--- src/hdl/nfi_fifo_map.vh ---
`ifndef NFI_FIFO_MAP_VH
`define NFI_FIFO_MAP_VH
// Register addresses on the serial port
`define NFI_ADR_IO_CFG 6'h01
`define NFI_ADR_MASK_MAIN 6'h14
`define NFI_ADR_MASK_TMR 6'h15
`define NFI_ADR_MASK_ERR 6'h16
`define NFI_ADR_IRQ_MAIN 6'h17
`define NFI_ADR_IRQ_TMR 6'h18
`define NFI_ADR_IRQ_ERR 6'h19
`define NFI_ADR_FSTAT1 6'h1A
`define NFI_ADR_FSTAT2 6'h1B
// Mode bits of the first byte and FIFO trailers
`define NFI_MODE_WR 2'h0
`define NFI_MODE_RD 2'h1
`define NFI_MODE_FIFO 2'h2
`define NFI_MODE_DCMD 2'h3
`define NFI_TRL_LOAD 6'h00
`define NFI_TRL_READ 6'h3F
// Configuration bits
`define NFI_CFG_RXWL 7
`define NFI_CFG_TXWL 6
// Main flag layout: sources in 7:2, pointers in 1:0
`define NFI_MAIN_SRC_HI 7
`define NFI_MAIN_SRC_LO 2
`define NFI_MAIN_PTR_TMR 1
`define NFI_MAIN_PTR_ERR 0
`define NFI_SRC_WL 4
// Second FIFO status layout, bit 4 reads zero
`define NFI_ST2_OVF 7
`define NFI_ST2_UNF 6
`define NFI_ST2_NCP 5
`define NFI_ST2_LB_HI 3
`define NFI_ST2_LB_LO 1
`define NFI_ST2_NP 0
// Reset values and counts
`define NFI_REG_RST 8'h00
`define NFI_LOW_LEVEL 7'h04
`define NFI_BIT_LAST 3'h7
`endif

--- src/hdl/nfi_fifo_irq_status.v ---
`timescale 1ns/10ps
`include "nfi_fifo_map.vh"

////////////////////////////////////////////////////////////////////////////////
module nfi_fifo #(
   parameter WIDTH = 8,
   parameter DEPTH = 96,
   parameter CW = 7
) (
   // Clock and reset
   input wire clk_sys,
   input wire sys_rst,
   input wire flush,
   // Fill side
   input wire in_valid,
   output reg in_ready,
   input wire [WIDTH-1:0] in_data,
   // Drain side
   output reg out_valid,
   input wire out_ready,
   output wire [WIDTH-1:0] out_data,
   // Occupancy
   output reg [CW-1:0] count_q
);
   localparam [31:0] DEPTH_W = DEPTH;
   localparam [CW-1:0] LAST = DEPTH_W[CW-1:0] - 1'b1;
   localparam [CW-1:0] FULL = DEPTH_W[CW-1:0];
   reg [WIDTH-1:0] mem_q [0:DEPTH-1];
   reg [CW-1:0] wr_q;
   reg [CW-1:0] rd_q;
   reg [CW-1:0] count_d;
   wire push = in_valid & in_ready;
   wire pop = out_valid & out_ready;

   assign out_data = mem_q[rd_q];

   // One counter serves both sides so a push and pop cancel
   always @*
   begin
      count_d = count_q;
      if (push & ~pop)
         count_d = count_q + 1'b1;
      else if (pop & ~push)
         count_d = count_q - 1'b1;
   end

   // Pointers, flags and counter
   always @(posedge clk_sys or posedge sys_rst)
   begin
      if (sys_rst)
      begin
         wr_q <= {CW{1'b0}};
         rd_q <= {CW{1'b0}};
         count_q <= {CW{1'b0}};
         in_ready <= 1'b1;
         out_valid <= 1'b0;
      end
      else if (flush)
      begin
         wr_q <= {CW{1'b0}};
         rd_q <= {CW{1'b0}};
         count_q <= {CW{1'b0}};
         in_ready <= 1'b1;
         out_valid <= 1'b0;
      end
      else
      begin
         if (push)
            wr_q <= (wr_q == LAST) ? {CW{1'b0}} : wr_q + 1'b1;
         if (pop)
            rd_q <= (rd_q == LAST) ? {CW{1'b0}} : rd_q + 1'b1;
         count_q <= count_d;
         in_ready <= (count_d != FULL);
         out_valid <= (count_d != {CW{1'b0}});
      end
   end

   // Storage has no reset, only written data is ever read
   always @(posedge clk_sys)
   begin
      if (push)
         mem_q[wr_q] <= in_data;
   end
endmodule // nfi_fifo

////////////////////////////////////////////////////////////////////////////////
module nfi_fifo_irq_status #(
   parameter DEPTH = 96,
   parameter CW = 7,
   parameter [6:0] RX_WL0 = 7'h50,
   parameter [6:0] RX_WL1 = 7'h40,
   parameter [6:0] TX_WL0 = 7'h20,
   parameter [6:0] TX_WL1 = 7'h10
) (
   // Clock and reset
   input wire clk_sys,
   input wire sys_rst,
   // Serial port pins
   input wire spi_ss_n,
   input wire spi_sclk,
   input wire spi_mosi,
   output reg spi_miso,
   output reg spi_miso_oe,
   // Interrupt pin
   output reg irq,
   // Event sources
   input wire [5:0] evt_main,
   input wire [7:0] evt_tmr,
   input wire [7:0] evt_err,
   // Link state
   input wire tx_active,
   input wire tx_frame_loaded,
   input wire rx_start,
   input wire rx_active,
   // Receive store
   input wire rx_valid,
   output wire rx_ready,
   input wire [7:0] rx_data,
   // Receive last-byte status
   input wire rx_last_valid,
   input wire rx_last_incomplete,
   input wire [2:0] last_byte_valid_bits,
   input wire last_byte_parity_missing,
   // Transmit fetch
   input wire tx_req,
   output reg tx_valid,
   output reg [7:0] tx_data
);
   localparam [4:0] S_CMD = 5'h01;
   localparam [4:0] S_WREG = 5'h02;
   localparam [4:0] S_RREG = 5'h04;
   localparam [4:0] S_FLD = 5'h08;
   localparam [4:0] S_FRD = 5'h10;

   // Pin synchronisers, first stage feeds only the second
   reg ss_s1, ss_s2, sck_s1, sck_s2, sck_s3, mosi_s1, mosi_s2;
   always @(posedge clk_sys or posedge sys_rst)
   begin
      if (sys_rst)
      begin
         ss_s1 <= 1'b1;
         ss_s2 <= 1'b1;
         sck_s1 <= 1'b0;
         sck_s2 <= 1'b0;
         sck_s3 <= 1'b0;
         mosi_s1 <= 1'b0;
         mosi_s2 <= 1'b0;
      end
      else
      begin
         ss_s1 <= spi_ss_n;
         ss_s2 <= ss_s1;
         sck_s1 <= spi_sclk;
         sck_s2 <= sck_s1;
         sck_s3 <= sck_s2;
         mosi_s1 <= spi_mosi;
         mosi_s2 <= mosi_s1;
      end
   end
   wire sck_fall = sck_s3 & ~sck_s2;
   wire sck_rise = ~sck_s3 & sck_s2;

   ////////////////////////////////////////////////////////////////////////////////
   reg [4:0] st_q;
   reg [2:0] bcnt_q;
   reg [7:0] shi_q, sho_q;
   reg [5:0] adr_q;
   reg ld_pend_q;
   reg [7:0] ld_byte_q;
   reg wr_stb_q;
   reg [7:0] wr_byte_q;
   reg [5:0] wr_adr_q;
   reg fr_have_q;
   reg fr_pop_q;
   reg [7:0] cfg_q, mask_main_q, mask_tmr_q, mask_err_q;
   reg [7:0] main_q, tmr_q, err_q, st2_q;
   reg [7:0] rd_val;
   wire [7:0] in_byte = {shi_q[6:0], mosi_s2};
   wire byte_done = ~ss_s2 & sck_fall & (bcnt_q == `NFI_BIT_LAST);
   wire rd_load = ~ss_s2 & sck_rise & (bcnt_q == 3'h0) & (st_q[2] | st_q[4]);
   wire [CW-1:0] count;
   wire f_out_valid;
   wire [7:0] f_out_data;
   wire f_in_ready;
   wire fr_empty = rd_load & st_q[4] & ~f_out_valid;

   assign rx_ready = f_in_ready;

   // Register read multiplexer
   always @*
   begin
      if (adr_q == `NFI_ADR_IO_CFG)
         rd_val = cfg_q;
      else if (adr_q == `NFI_ADR_MASK_MAIN)
         rd_val = mask_main_q;
      else if (adr_q == `NFI_ADR_MASK_TMR)
         rd_val = mask_tmr_q;
      else if (adr_q == `NFI_ADR_MASK_ERR)
         rd_val = mask_err_q;
      else if (adr_q == `NFI_ADR_IRQ_MAIN)
         rd_val = main_q;
      else if (adr_q == `NFI_ADR_IRQ_TMR)
         rd_val = tmr_q;
      else if (adr_q == `NFI_ADR_IRQ_ERR)
         rd_val = err_q;
      else if (adr_q == `NFI_ADR_FSTAT1)
         rd_val = {{(8-CW){1'b0}}, count};
      else if (adr_q == `NFI_ADR_FSTAT2)
         rd_val = st2_q;
      else
         rd_val = 8'h00;
   end

   // Clear strobes fire when a byte is loaded for shifting out
   wire rclr = rd_load & st_q[2];
   wire clr_main = rclr & (adr_q == `NFI_ADR_IRQ_MAIN);
   wire clr_tmr = rclr & (adr_q == `NFI_ADR_IRQ_TMR);
   wire clr_err = rclr & (adr_q == `NFI_ADR_IRQ_ERR);
   wire clr_st2 = rclr & (adr_q == `NFI_ADR_FSTAT2);

   // Serial engine: sample on falling edge, drive on rising edge
   always @(posedge clk_sys or posedge sys_rst)
   begin
      if (sys_rst)
      begin
         st_q <= S_CMD;
         bcnt_q <= 3'h0;
         shi_q <= 8'h00;
         sho_q <= 8'h00;
         adr_q <= 6'h00;
         spi_miso <= 1'b0;
         spi_miso_oe <= 1'b0;
         ld_pend_q <= 1'b0;
         ld_byte_q <= 8'h00;
         wr_stb_q <= 1'b0;
         wr_byte_q <= 8'h00;
         wr_adr_q <= 6'h00;
         fr_have_q <= 1'b0;
         fr_pop_q <= 1'b0;
      end
      else
      begin
         wr_stb_q <= 1'b0;
         fr_pop_q <= 1'b0;
         if (ld_pend_q & ~rx_valid)
            ld_pend_q <= 1'b0;
         if (ss_s2)
         begin
            // Select high: any partial byte is dropped, no pop done
            st_q <= S_CMD;
            bcnt_q <= 3'h0;
            spi_miso_oe <= 1'b0;
            fr_have_q <= 1'b0;
         end
         else
         begin
            if (rd_load)
            begin
               spi_miso <= st_q[4] ? f_out_data[7] & f_out_valid : rd_val[7];
               sho_q <= st_q[4] ? {f_out_data[6:0] & {7{f_out_valid}}, 1'b0} : {rd_val[6:0], 1'b0};
               fr_have_q <= st_q[4] & f_out_valid;
               spi_miso_oe <= 1'b1;
            end
            else if (sck_rise & (st_q[2] | st_q[4]))
            begin
               spi_miso <= sho_q[7];
               sho_q <= {sho_q[6:0], 1'b0};
            end
            if (sck_fall)
            begin
               shi_q <= in_byte;
               bcnt_q <= bcnt_q + 1'b1;
            end
            if (byte_done)
            begin
               case (st_q)
                  S_CMD:
                  begin
                     adr_q <= in_byte[5:0];
                     if (in_byte[7:6] == `NFI_MODE_WR)
                        st_q <= S_WREG;
                     else if (in_byte[7:6] == `NFI_MODE_RD)
                        st_q <= S_RREG;
                     else if (in_byte[7:6] == `NFI_MODE_FIFO && in_byte[5:0] == `NFI_TRL_LOAD)
                        st_q <= S_FLD;
                     else if (in_byte[7:6] == `NFI_MODE_FIFO && in_byte[5:0] == `NFI_TRL_READ)
                        st_q <= S_FRD;
                  end
                  S_WREG:
                  begin
                     wr_stb_q <= 1'b1;
                     wr_byte_q <= in_byte;
                     wr_adr_q <= adr_q;
                     adr_q <= adr_q + 1'b1;
                  end
                  S_RREG:
                     adr_q <= adr_q + 1'b1;
                  S_FLD:
                  begin
                     ld_pend_q <= 1'b1;
                     ld_byte_q <= in_byte;
                  end
                  S_FRD:
                  begin
                     // Pop only after all eight bits left the pin
                     fr_pop_q <= fr_have_q;
                     fr_have_q <= 1'b0;
                  end
                  default:
                     st_q <= S_CMD;
               endcase
            end
         end
      end
   end

   ////////////////////////////////////////////////////////////////////////////////
   // Push and pop arbitration; receive store wins, load waits until rx_valid drops
   reg tx_pend_q;
   wire f_in_valid = rx_valid | ld_pend_q;
   wire [7:0] f_in_data = rx_valid ? rx_data : ld_byte_q;
   wire tx_serve = tx_pend_q & ~fr_pop_q;
   wire f_out_ready = fr_pop_q | (tx_serve & f_out_valid);
   wire ovf_evt = f_in_valid & ~f_in_ready;
   wire unf_evt = fr_empty | (tx_serve & ~f_out_valid);

   // Shared buffer for both directions
   nfi_fifo #(
      .WIDTH(8),
      .DEPTH(DEPTH),
      .CW(CW)
   ) i_nfi_fifo (
      .clk_sys(clk_sys),
      .sys_rst(sys_rst),
      .flush(rx_start),
      .in_valid(f_in_valid),
      .in_ready(f_in_ready),
      .in_data(f_in_data),
      .out_valid(f_out_valid),
      .out_ready(f_out_ready),
      .out_data(f_out_data),
      .count_q(count)
   );

   // Transmitter fetch, one byte per request
   always @(posedge clk_sys or posedge sys_rst)
   begin
      if (sys_rst)
      begin
         tx_pend_q <= 1'b0;
         tx_valid <= 1'b0;
         tx_data <= 8'h00;
      end
      else
      begin
         tx_valid <= tx_serve & f_out_valid;
         if (tx_serve & f_out_valid)
            tx_data <= f_out_data;
         tx_pend_q <= tx_req | (tx_pend_q & ~tx_serve);
      end
   end

   ////////////////////////////////////////////////////////////////////////////////
   // Water-level detection from successive occupancy values
   reg [CW-1:0] cnt_prev_q;
   reg [CW-1:0] wrcnt_q;
   wire [CW-1:0] wl_rx = cfg_q[`NFI_CFG_RXWL] ? RX_WL1 : RX_WL0;
   wire [CW-1:0] wl_tx = cfg_q[`NFI_CFG_TXWL] ? TX_WL1 : TX_WL0;
   wire fmode_busy = ~ss_s2 & (st_q[3] | st_q[4]);
   wire tx_wl = tx_active & ~tx_frame_loaded & (cnt_prev_q == wl_tx + 1'b1) & (count == wl_tx);
   wire tx_low = tx_active & ~tx_frame_loaded & (wrcnt_q < wl_tx) & (cnt_prev_q == `NFI_LOW_LEVEL)
      & (count == `NFI_LOW_LEVEL - 1'b1);
   wire rx_wl = rx_active & (cnt_prev_q == wl_rx - 1'b1) & (count == wl_rx);
   wire wl_evt = ~fmode_busy & (tx_wl | tx_low | rx_wl);
   wire load_push = ld_pend_q & ~rx_valid & f_in_ready;

   // Previous count and bytes loaded in this transmission
   always @(posedge clk_sys or posedge sys_rst)
   begin
      if (sys_rst)
      begin
         cnt_prev_q <= {CW{1'b0}};
         wrcnt_q <= {CW{1'b0}};
      end
      else
      begin
         cnt_prev_q <= count;
         if (~tx_active)
            wrcnt_q <= {CW{1'b0}};
         else if (load_push & (wrcnt_q != {CW{1'b1}}))
            wrcnt_q <= wrcnt_q + 1'b1;
      end
   end

   ////////////////////////////////////////////////////////////////////////////////
   // Flags: set wins over read clear
   reg [5:0] main_src;
   always @*
   begin
      main_src = evt_main;
      main_src[`NFI_SRC_WL] = evt_main[`NFI_SRC_WL] | wl_evt;
   end
   wire [5:0] main_d = (clr_main ? 6'h00 : main_q[`NFI_MAIN_SRC_HI:`NFI_MAIN_SRC_LO]) | main_src;
   wire [7:0] tmr_d = (clr_tmr ? 8'h00 : tmr_q) | evt_tmr;
   wire [7:0] err_d = (clr_err ? 8'h00 : err_q) | evt_err;
   wire ptr_t_d = (clr_tmr ? 1'b0 : main_q[`NFI_MAIN_PTR_TMR]) | (|evt_tmr);
   wire ptr_e_d = (clr_err ? 1'b0 : main_q[`NFI_MAIN_PTR_ERR]) | (|evt_err);
   // Masked flags still latch, only the pin ignores them
   wire irq_d = (|(main_d & ~mask_main_q[`NFI_MAIN_SRC_HI:`NFI_MAIN_SRC_LO]))
      | (|(tmr_d & ~mask_tmr_q)) | (|(err_d & ~mask_err_q));

   always @(posedge clk_sys or posedge sys_rst)
   begin
      if (sys_rst)
      begin
         main_q <= `NFI_REG_RST;
         tmr_q <= `NFI_REG_RST;
         err_q <= `NFI_REG_RST;
         irq <= 1'b0;
      end
      else
      begin
         main_q <= {main_d, ptr_t_d, ptr_e_d};
         tmr_q <= tmr_d;
         err_q <= err_d;
         irq <= irq_d;
      end
   end

   // Writable registers; flag and status addresses ignore writes
   always @(posedge clk_sys or posedge sys_rst)
   begin
      if (sys_rst)
      begin
         cfg_q <= `NFI_REG_RST;
         mask_main_q <= `NFI_REG_RST;
         mask_tmr_q <= `NFI_REG_RST;
         mask_err_q <= `NFI_REG_RST;
      end
      else if (wr_stb_q)
      begin
         if (wr_adr_q == `NFI_ADR_IO_CFG)
            cfg_q <= wr_byte_q;
         else if (wr_adr_q == `NFI_ADR_MASK_MAIN)
            mask_main_q <= wr_byte_q;
         else if (wr_adr_q == `NFI_ADR_MASK_TMR)
            mask_tmr_q <= wr_byte_q;
         else if (wr_adr_q == `NFI_ADR_MASK_ERR)
            mask_err_q <= wr_byte_q;
      end
   end

   // Second status: error flags and last-byte info, cleared by read or reception start
   always @(posedge clk_sys or posedge sys_rst)
   begin
      if (sys_rst)
         st2_q <= `NFI_REG_RST;
      else
      begin
         if (clr_st2 | rx_start)
            st2_q <= `NFI_REG_RST;
         if (ovf_evt)
            st2_q[`NFI_ST2_OVF] <= 1'b1;
         if (unf_evt)
            st2_q[`NFI_ST2_UNF] <= 1'b1;
         if (rx_last_valid)
         begin
            st2_q[`NFI_ST2_NCP] <= rx_last_incomplete;
            st2_q[`NFI_ST2_LB_HI:`NFI_ST2_LB_LO] <= last_byte_valid_bits;
            st2_q[`NFI_ST2_NP] <= last_byte_parity_missing;
         end
      end
   end
endmodule // nfi_fifo_irq_status

--- config.mk ---
export PLATFORM = sky130hd
export DESIGN_NAME = nfi_fifo_irq_status
export DESIGN_NICKNAME = d
export VERILOG_FILES = /design/src/hdl/nfi_fifo_irq_status.v
export VERILOG_INCLUDE_DIRS = /design/src /design/src/hdl
export SDC_FILE = /design/constraint.sdc
export NUM_CORES = 1
export LEC_CHECK = 0
export ABC_CLOCK_PERIOD_IN_PS = 7180
export BUFFER_PORTS_ARGS = -buffer_cell sky130_fd_sc_hd__buf_2
export CORE_UTILIZATION = 30
export DETAILED_ROUTE_END_ITERATION = 6
export REMOVE_ABC_BUFFERS = 1
export SLEW_MARGIN = 15
export SYNTH_ARGS = -nofsm -noshare
export SYNTH_HDL_FRONTEND = slang
export SYNTH_SLANG_ARGS = --single-unit
--- constraint.sdc ---
create_clock -name clk_sys -period 7.18 [get_ports clk_sys]
set_clock_uncertainty 0.15 [all_clocks]
set_input_delay 0.359 -clock clk_sys [delete_from_list [all_inputs] [get_ports clk_sys]]
set_output_delay 0.359 -clock clk_sys [all_outputs]
set_load 0.02 [all_outputs]
[Word-level counts from Yosys, hierarchy flattened]
Memories as Yosys holds them, arrays and structs flattened.
Cells that the tools add are included.
Cells by class
  $lt $le $gt $ge: 1
  bitwise logic cells: 78
  add/sub/neg operators: 9
  multiplexer cells: 69
  eq/ne operators: 35
  reduce and logical (&&, ||, !) cells: 33
Operators with widths (count)
  two-way mux 8 bit: 16
  two-way mux 7 bit: 11
  == test 6 x 5 -> 1 bit, second input constant: 11
  bitwise AND 1 bit: 39
  two-way mux 5 bit: 7
  OR reduction 8 bit: 4
  adder 7 x 1 -> 7 bit, second input constant: 4
  two-way mux 1 bit: 28
  == test 7 bit: 3
  nonzero test 2 bit: 10
  bitwise AND 8 bit: 2
  NOT 8 bit: 2
  bitwise OR 8 bit: 2
  NOT 1 bit: 15
  AND reduction 3 bit: 5
  == test 7 bit, second input constant: 2
  != test 7 bit, second input constant: 2
  bitwise OR 1 bit: 14
  subtractor 7 x 1 -> 7 bit, second input constant: 2
  == test 6 x 1 -> 1 bit, second input constant: 2
  two-way mux 6 bit: 2
  case mux 6 bit (2 select lines): 1
  case mux 5 bit (2 select lines): 1
  adder 6 x 1 -> 7 bit, second input constant: 1
  34 further kinds: 39
Word-level totals
  register bits after elaboration: 175
  memory bits (writable): 768
  output and inout port bits: 13
  word-level logic and storage cells: 268
  input bits: 47
  memories kept: 1
Memory list
  i_nfi_fifo.mem_q: words 96, width 8, rd ports 1, clocked after memory_dff 0, wr ports 1, line nfi_fifo_irq_status.v:28  | reg [WIDTH-1:0] mem_q [0:DEPTH-1];

[Logic depth before layout (Yosys ltp)]
  depth in word-level cells: 14
  gate-level depth with buffers: 12
  mapped depth without buffers: 9

[Hierarchy]
From an unflattened synthesis, not the netlist that was laid out.
Second synthesis, totals
  cells, all modules: 2245
  area, all modules: 38719.6 um2
Modules (own cells, without submodules)
  nfi_fifo: sequential area each 23638.9 um2, cells each 1535, instances 1, area each 31228.7 um2
  nfi_fifo_irq_status: sequential area each 3782.4 um2, cells each 710, instances 1, area each 7490.9 um2

[Worst setup path before layout]
OpenSTA, ideal clock, no wires.
  path kind: register -> register
  start: reg i_nfi_fifo.rd_q[0]
  end: reg sho_q[3]
  stages on the path, launching flop included: 11
  setup time: 0.130 ns
  data required time: 6.900 ns
  path buffers: 3
  clock period less this slack: 2.682 ns
  arrival time: 2.403 ns
  setup slack: 4.498 ns
  cell sequence: dfrtp_1 -> buf_6 -> buf_4 -> buf_2 -> mux4_2 -> a22oi_1 -> nand2_1 -> a2111oi_0 -> o41ai_1 -> o221ai_1 -> o22ai_1
Between the ends
  longest elaborated chain between the ends: 4
Ends and longest elaborated chain
  start: declaration: line nfi_fifo_irq_status.v:30  | reg [CW-1:0] rd_q;
  start signal: assignment: line nfi_fifo_irq_status.v:53  | rd_q <= {CW{1'b0}};
  start signal: assignment: line nfi_fifo_irq_status.v:61  | rd_q <= {CW{1'b0}};
  start signal: assignment: line nfi_fifo_irq_status.v:71  | rd_q <= (rd_q == LAST) ? {CW{1'b0}} : rd_q + 1'b1;
  memory read (96 x 8 bit)
  bitwise AND 7 bit: line nfi_fifo_irq_status.v:260  | sho_q <= st_q[4] ? {f_out_data[6:0] & {7{f_out_valid}}, 1'b0} : {rd_val[6:0], 1'b0};
  two-way mux 8 bit: line nfi_fifo_irq_status.v:260
  two-way mux 8 bit: line nfi_fifo_irq_status.v:257  | if (rd_load)
  end signal: assignment: line nfi_fifo_irq_status.v:260
  end signal: assignment: line nfi_fifo_irq_status.v:267  | sho_q <= {sho_q[6:0], 1'b0};
  end: declaration: line nfi_fifo_irq_status.v:166  | reg [7:0] shi_q, sho_q;
Every way passes these cells.
A chain may end at the register's enable or synchronous reset.

[Final worst setup path]
Same ends and word-level chain as after synthesis.

==> summary.md <==
| Metric | Value |
|---|---|
| Status | `finished clean` |
| Slowest library cell on the worst path | `dfrtp_4` |
| Int Power | `between 9 and 10 mW` |
| Area of the core | `126400 um2` |
| Setup violators final | `0` |
| Flop pwr share | `51.4%` |
| Library cells used by synthesis | `between 70 and 80` |
| Area fraction in and, or, nand and nor cells after synthesis | `around 6%` |
| First-pass GRT wire length | `between 100 and 150 mm` |
| Net Sw Frac | `23.30%` |
| Register bit total from synthesis | `around 940` |
| Sw power | `~2.8 mW` |
| Mux contribution to synthesized area | `around 14%` |
| Postcts setup bufs | `0` |
| CTS Sinks | `around 940` |
| Clock Power Share | `roughly two fifths` |
| Initial antenna violation count | `0` |
| Sequential fraction of the synthesis area | `between 70 and 80%` |
| Placer Congestion | `around 0.9` |
| Fin nets | `around 2400` |
| # diodes | `0` |
| Synth Area in Compound Gates | `between 5 and 6%` |
| Relative slew slack | `between 20% and 30%` |
| Comb power frac | `7.7%` |
| Max rail drop VDD | `0.0001664 V` |
| Total GRT Usage | `approximately 14%` |
| Die area | `around 130000 um2` |
| Crit share post-route | `roughly 60%` |
| Final Hold Fails | `0` |
| Max Fclk | `around 230 MHz` |
| Final worst slack | `~2.9 ns` |
| Post-synth EDFFs | `roughly 770` |
| Io pins | `60` |
| HP Class | `in2reg` |
| DR pass1 iterations | `6` |
| Pre-CTS setup slack | `slightly below 3 ns` |
| Static leakage | `13.76 nW` |
| Die Span Y | `around 360 um` |
| CP cell instances | `buf_12 -> mux4_2 -> a22oi_1 -> nand2_1 -> a2111oi_0 -> o41ai_1 -> o221ai_1 -> o22ai_1` |
| Crit path largest cell delay | `approximately 1.0 ns` |
| Total grt overflow | `0` |
| Total power | `approximately 12 mW` |
| Power Density | `roughly 270 nW/um2` |
| CTS tree | `yes` |
| Area Growth Syn to Fin | `14.48%` |
| Yosys warnings | `0` |
| Vias per cell | `approximately 5.2` |
| Largest net degree at the start of global routing | `about 110` |
| RSZ-0062 raised after global routing | `false` |
| Dpl hpwl | `between 50 and 60 mm` |
| Post-DRT Antenna Nets | `0` |
| Crit path kind | `reg2reg` |
| Largest family of logic cells by synthesized area | `multiplexers` |
| Post-synth top flop | `edfxtp_1` |
| Vias in the first global route | `~21000` |
| Clk pin slew, worst setup/hold paths | `about 0.060 ns` |
| Post-route minimum period | `~4.3 ns` |
| Clock Path Buffers | `3` |
| Share of cells above drive strength 1 | `20.68%` |
| Port-buffer cells | `between 50 and 60` |
| Async SR Flop Fraction | `a little under a fifth` |
| WL final | `around 94 mm` |
| Post-Synth XOR/XNOR Area | `0.4101%` |
| Required arrival time at the worst endpoint | `7.57 ns` |
| H-Tree Depth | `3` |
| Crit-path max FO | `48` |
| Adder-cell area share of the yosys netlist | `0.4557%` |
| Root buf cell | `clkbuf_16` |
| DRC viols | `0` |
| MaxCap Viol Count | `0` |
| Worst-Margin Slew | `approximately 1.2 ns` |
| Initial Utilization | `between 30% and 40%` |
| CP Launch Type | `register` |
| Clock latency at the later pin of the worst-skew pair | `0.68 ns` |
| Worst hold slack | `0.02677 ns` |
| Initial drt markers | `2095` |
| CTS Buf Count | `93` |
| Via count | `around 21000` |
| Post-synthesis cell count | `about 2200` |
| Row count | `130` |
| Syn avg cell area | `17.16 um2` |
| Slew Viols, Final | `0` |
| Data arrival, critical path | `4.70 ns` |
| Post-Syn Area | `a little under 40000 um2` |
| Setup crit end kind | `register` |
| Drt wl/cell | `23.06 um` |
| Die X | `360.0 um` |
## kinds of logic (layout without fill, tap and decap cells)
kind of cell / count (synthesis) / count (layout)
muxes: 316 / 316
buffers and inverters: 167 / 354
and+or+nand+nor: 479 / 479
AOI/OAI and AO/OA: 304 / 304
xor gates and xnor gates: 18 / 18
DFF: 942 / 942
adders and majority gates: 14 / 14
## layer usage
| metal | global-route usage (%) | wire length (um) |
|---|---|---|
| met1 | 20.24 | 41540 |
| met2 | 22.67 | 43980 |
| met3 | 2.398 | 6024 |
| met4 | 4.265 | 2470 |
| met5 | 0 | 0 |
## metrics by stage
| stage | setup TNS (ns) | area [um2] | utilization [%] | instances |
|---|---|---|---|---|
| 3_3_place_gp | 0 | 40460 | 32.02 | 3854 |
| 5_1_grt | 0 | 44010 | 34.82 | 4077 |
| 2_1_floorplan | -47.43 | 37810 | - | 2120 |
| 4_1_cts | 0 | 44000 | 34.82 | 4077 |
| 6_report | 0 | 44010 | 34.82 | 4077 |
| 3_5_place_dp | 0 | 40460 | 32.02 | 3854 |
## flip-flops by register name (all words and copies together) (netlist names), 3 cells and up
name and count:
i_nfi_fifo.mem_q 768, tx_data 8, main_q 8, i_nfi_fifo.count_q 7, shi_q 7, cnt_prev_q 7
wrcnt_q 7, mask_tmr_q 8, st_q 5, err_q 8, st2_q 7, ld_byte_q 8
adr_q 6, i_nfi_fifo.wr_q 7, cfg_q 8, wr_adr_q 6, mask_err_q 8, sho_q 7
tmr_q 8, mask_main_q 8, i_nfi_fifo.rd_q 7, bcnt_q 3, wr_byte_q 8
## critical path: cells and delay by family (launching register included)
kind / cells / cell delay, ns
buffers and inverters: 1 / 0.41
multiplexers: 1 / 0.56
AND/OR/NAND/NOR: 1 / 0.20
flip-flops: 1 / 1.01
AO/OA/AOI/OAI: 5 / 1.75
## cell usage after synthesis, types with 16 or more instances
| cell | instances | area (um2) |
|---|---|---|
| mux2_2 | 70 | 788.3 |
| nand3_1 | 35 | 175.2 |
| nor2b_1 | 18 | 112.6 |
| a21oi_1 | 44 | 220.2 |
| mux2i_1 | 64 | 640.6 |
| nor2_1 | 178 | 668.1 |
| buf_4 | 16 | 120.1 |
| a22oi_1 | 21 | 157.7 |
| nand2_1 | 128 | 480.5 |
| inv_1 | 46 | 172.7 |
| mux4_2 | 182 | 4099 |
| dfrtp_1 | 170 | 4254 |
| o22ai_1 | 31 | 193.9 |
| nor3_1 | 23 | 115.1 |
| buf_2 | 22 | 110.1 |
| clkbuf_1 | 61 | 229.0 |
| o21ai_0 | 65 | 325.3 |
| edfxtp_1 | 768 | 23060 |
| o221ai_1 | 32 | 280.3 |
## power by group through the flow
| stage | sequential [mW] | clock, mW | combinational (mW) |
|---|---|---|---|
| 6_report | 6.15 | 4.90 | 0.920 |
| 3_5_place_dp | 6.26 | 0 | 0.900 |
| 5_1_grt | 6.16 | 5.18 | 0.989 |
| 3_3_place_gp | 6.26 | 0 | 0.895 |
| 4_1_cts | 6.15 | 4.98 | 0.924 |
| 2_1_floorplan | 6.30 | 0 | 0.628 |
## worst paths after layout
kind / from / to / slack, ns / cells past startpoint
hold reg to reg: mosi_s1 / mosi_s2 / 0.20 / 0
setup reg to reg: i_nfi_fifo.rd_q[0] / sho_q[3] / 2.87 / 8
setup / recovery: i_nfi_fifo.rd_q[0] / sho_q[3] / 2.87 / 8
hold / removal: rx_valid / ld_pend_q / 0.03 / 3
max in group asynchronous: sys_rst / shi_q[3] / 5.10 / 4
min in group asynchronous: sys_rst / wrcnt_q[3] / 0.32 / 3
## what timing repair did
item                                    4_1_cts  5_1_grt
hold buffers                                 48        0
endpoints found under the setup margin        0        0
endpoints found under the hold margin       144        0
gates resized for setup                       0        0
## area by class of cell
type	instances	area (um2)
tap	1650	2064
multi-input combinational	1131	10270
timing repair buffer	132	1001
fill	11810	82380
inverter	47	181.4
sequential	942	27430
clock buffer	131	2542
clock inverter	44	514.2
## layout by cell type (no fill, tap or decap), drive strengths merged, types with 8 or more instances in the layout
master         n
a2111oi        9
a21o          13
a21oi         44
a221o         11
a221oi        11
a22oi         21
a31oi          9
and2          13
buf           84
bufinv         8
clkbuf       131
clkinv        28
dfrtp        170
dlygate4sd3   48
edfxtp       768
ha            14
inv           52
mux2          70
mux2i         64
mux4         182
nand2        128
nand3         35
nand3b         9
nand4         11
nor2         178
nor2b         18
nor3          24
nor4          12
o21ai         68
o221ai        32
o22ai         31
or2            8
xnor2         11
(Power assumes the default switching activity.)
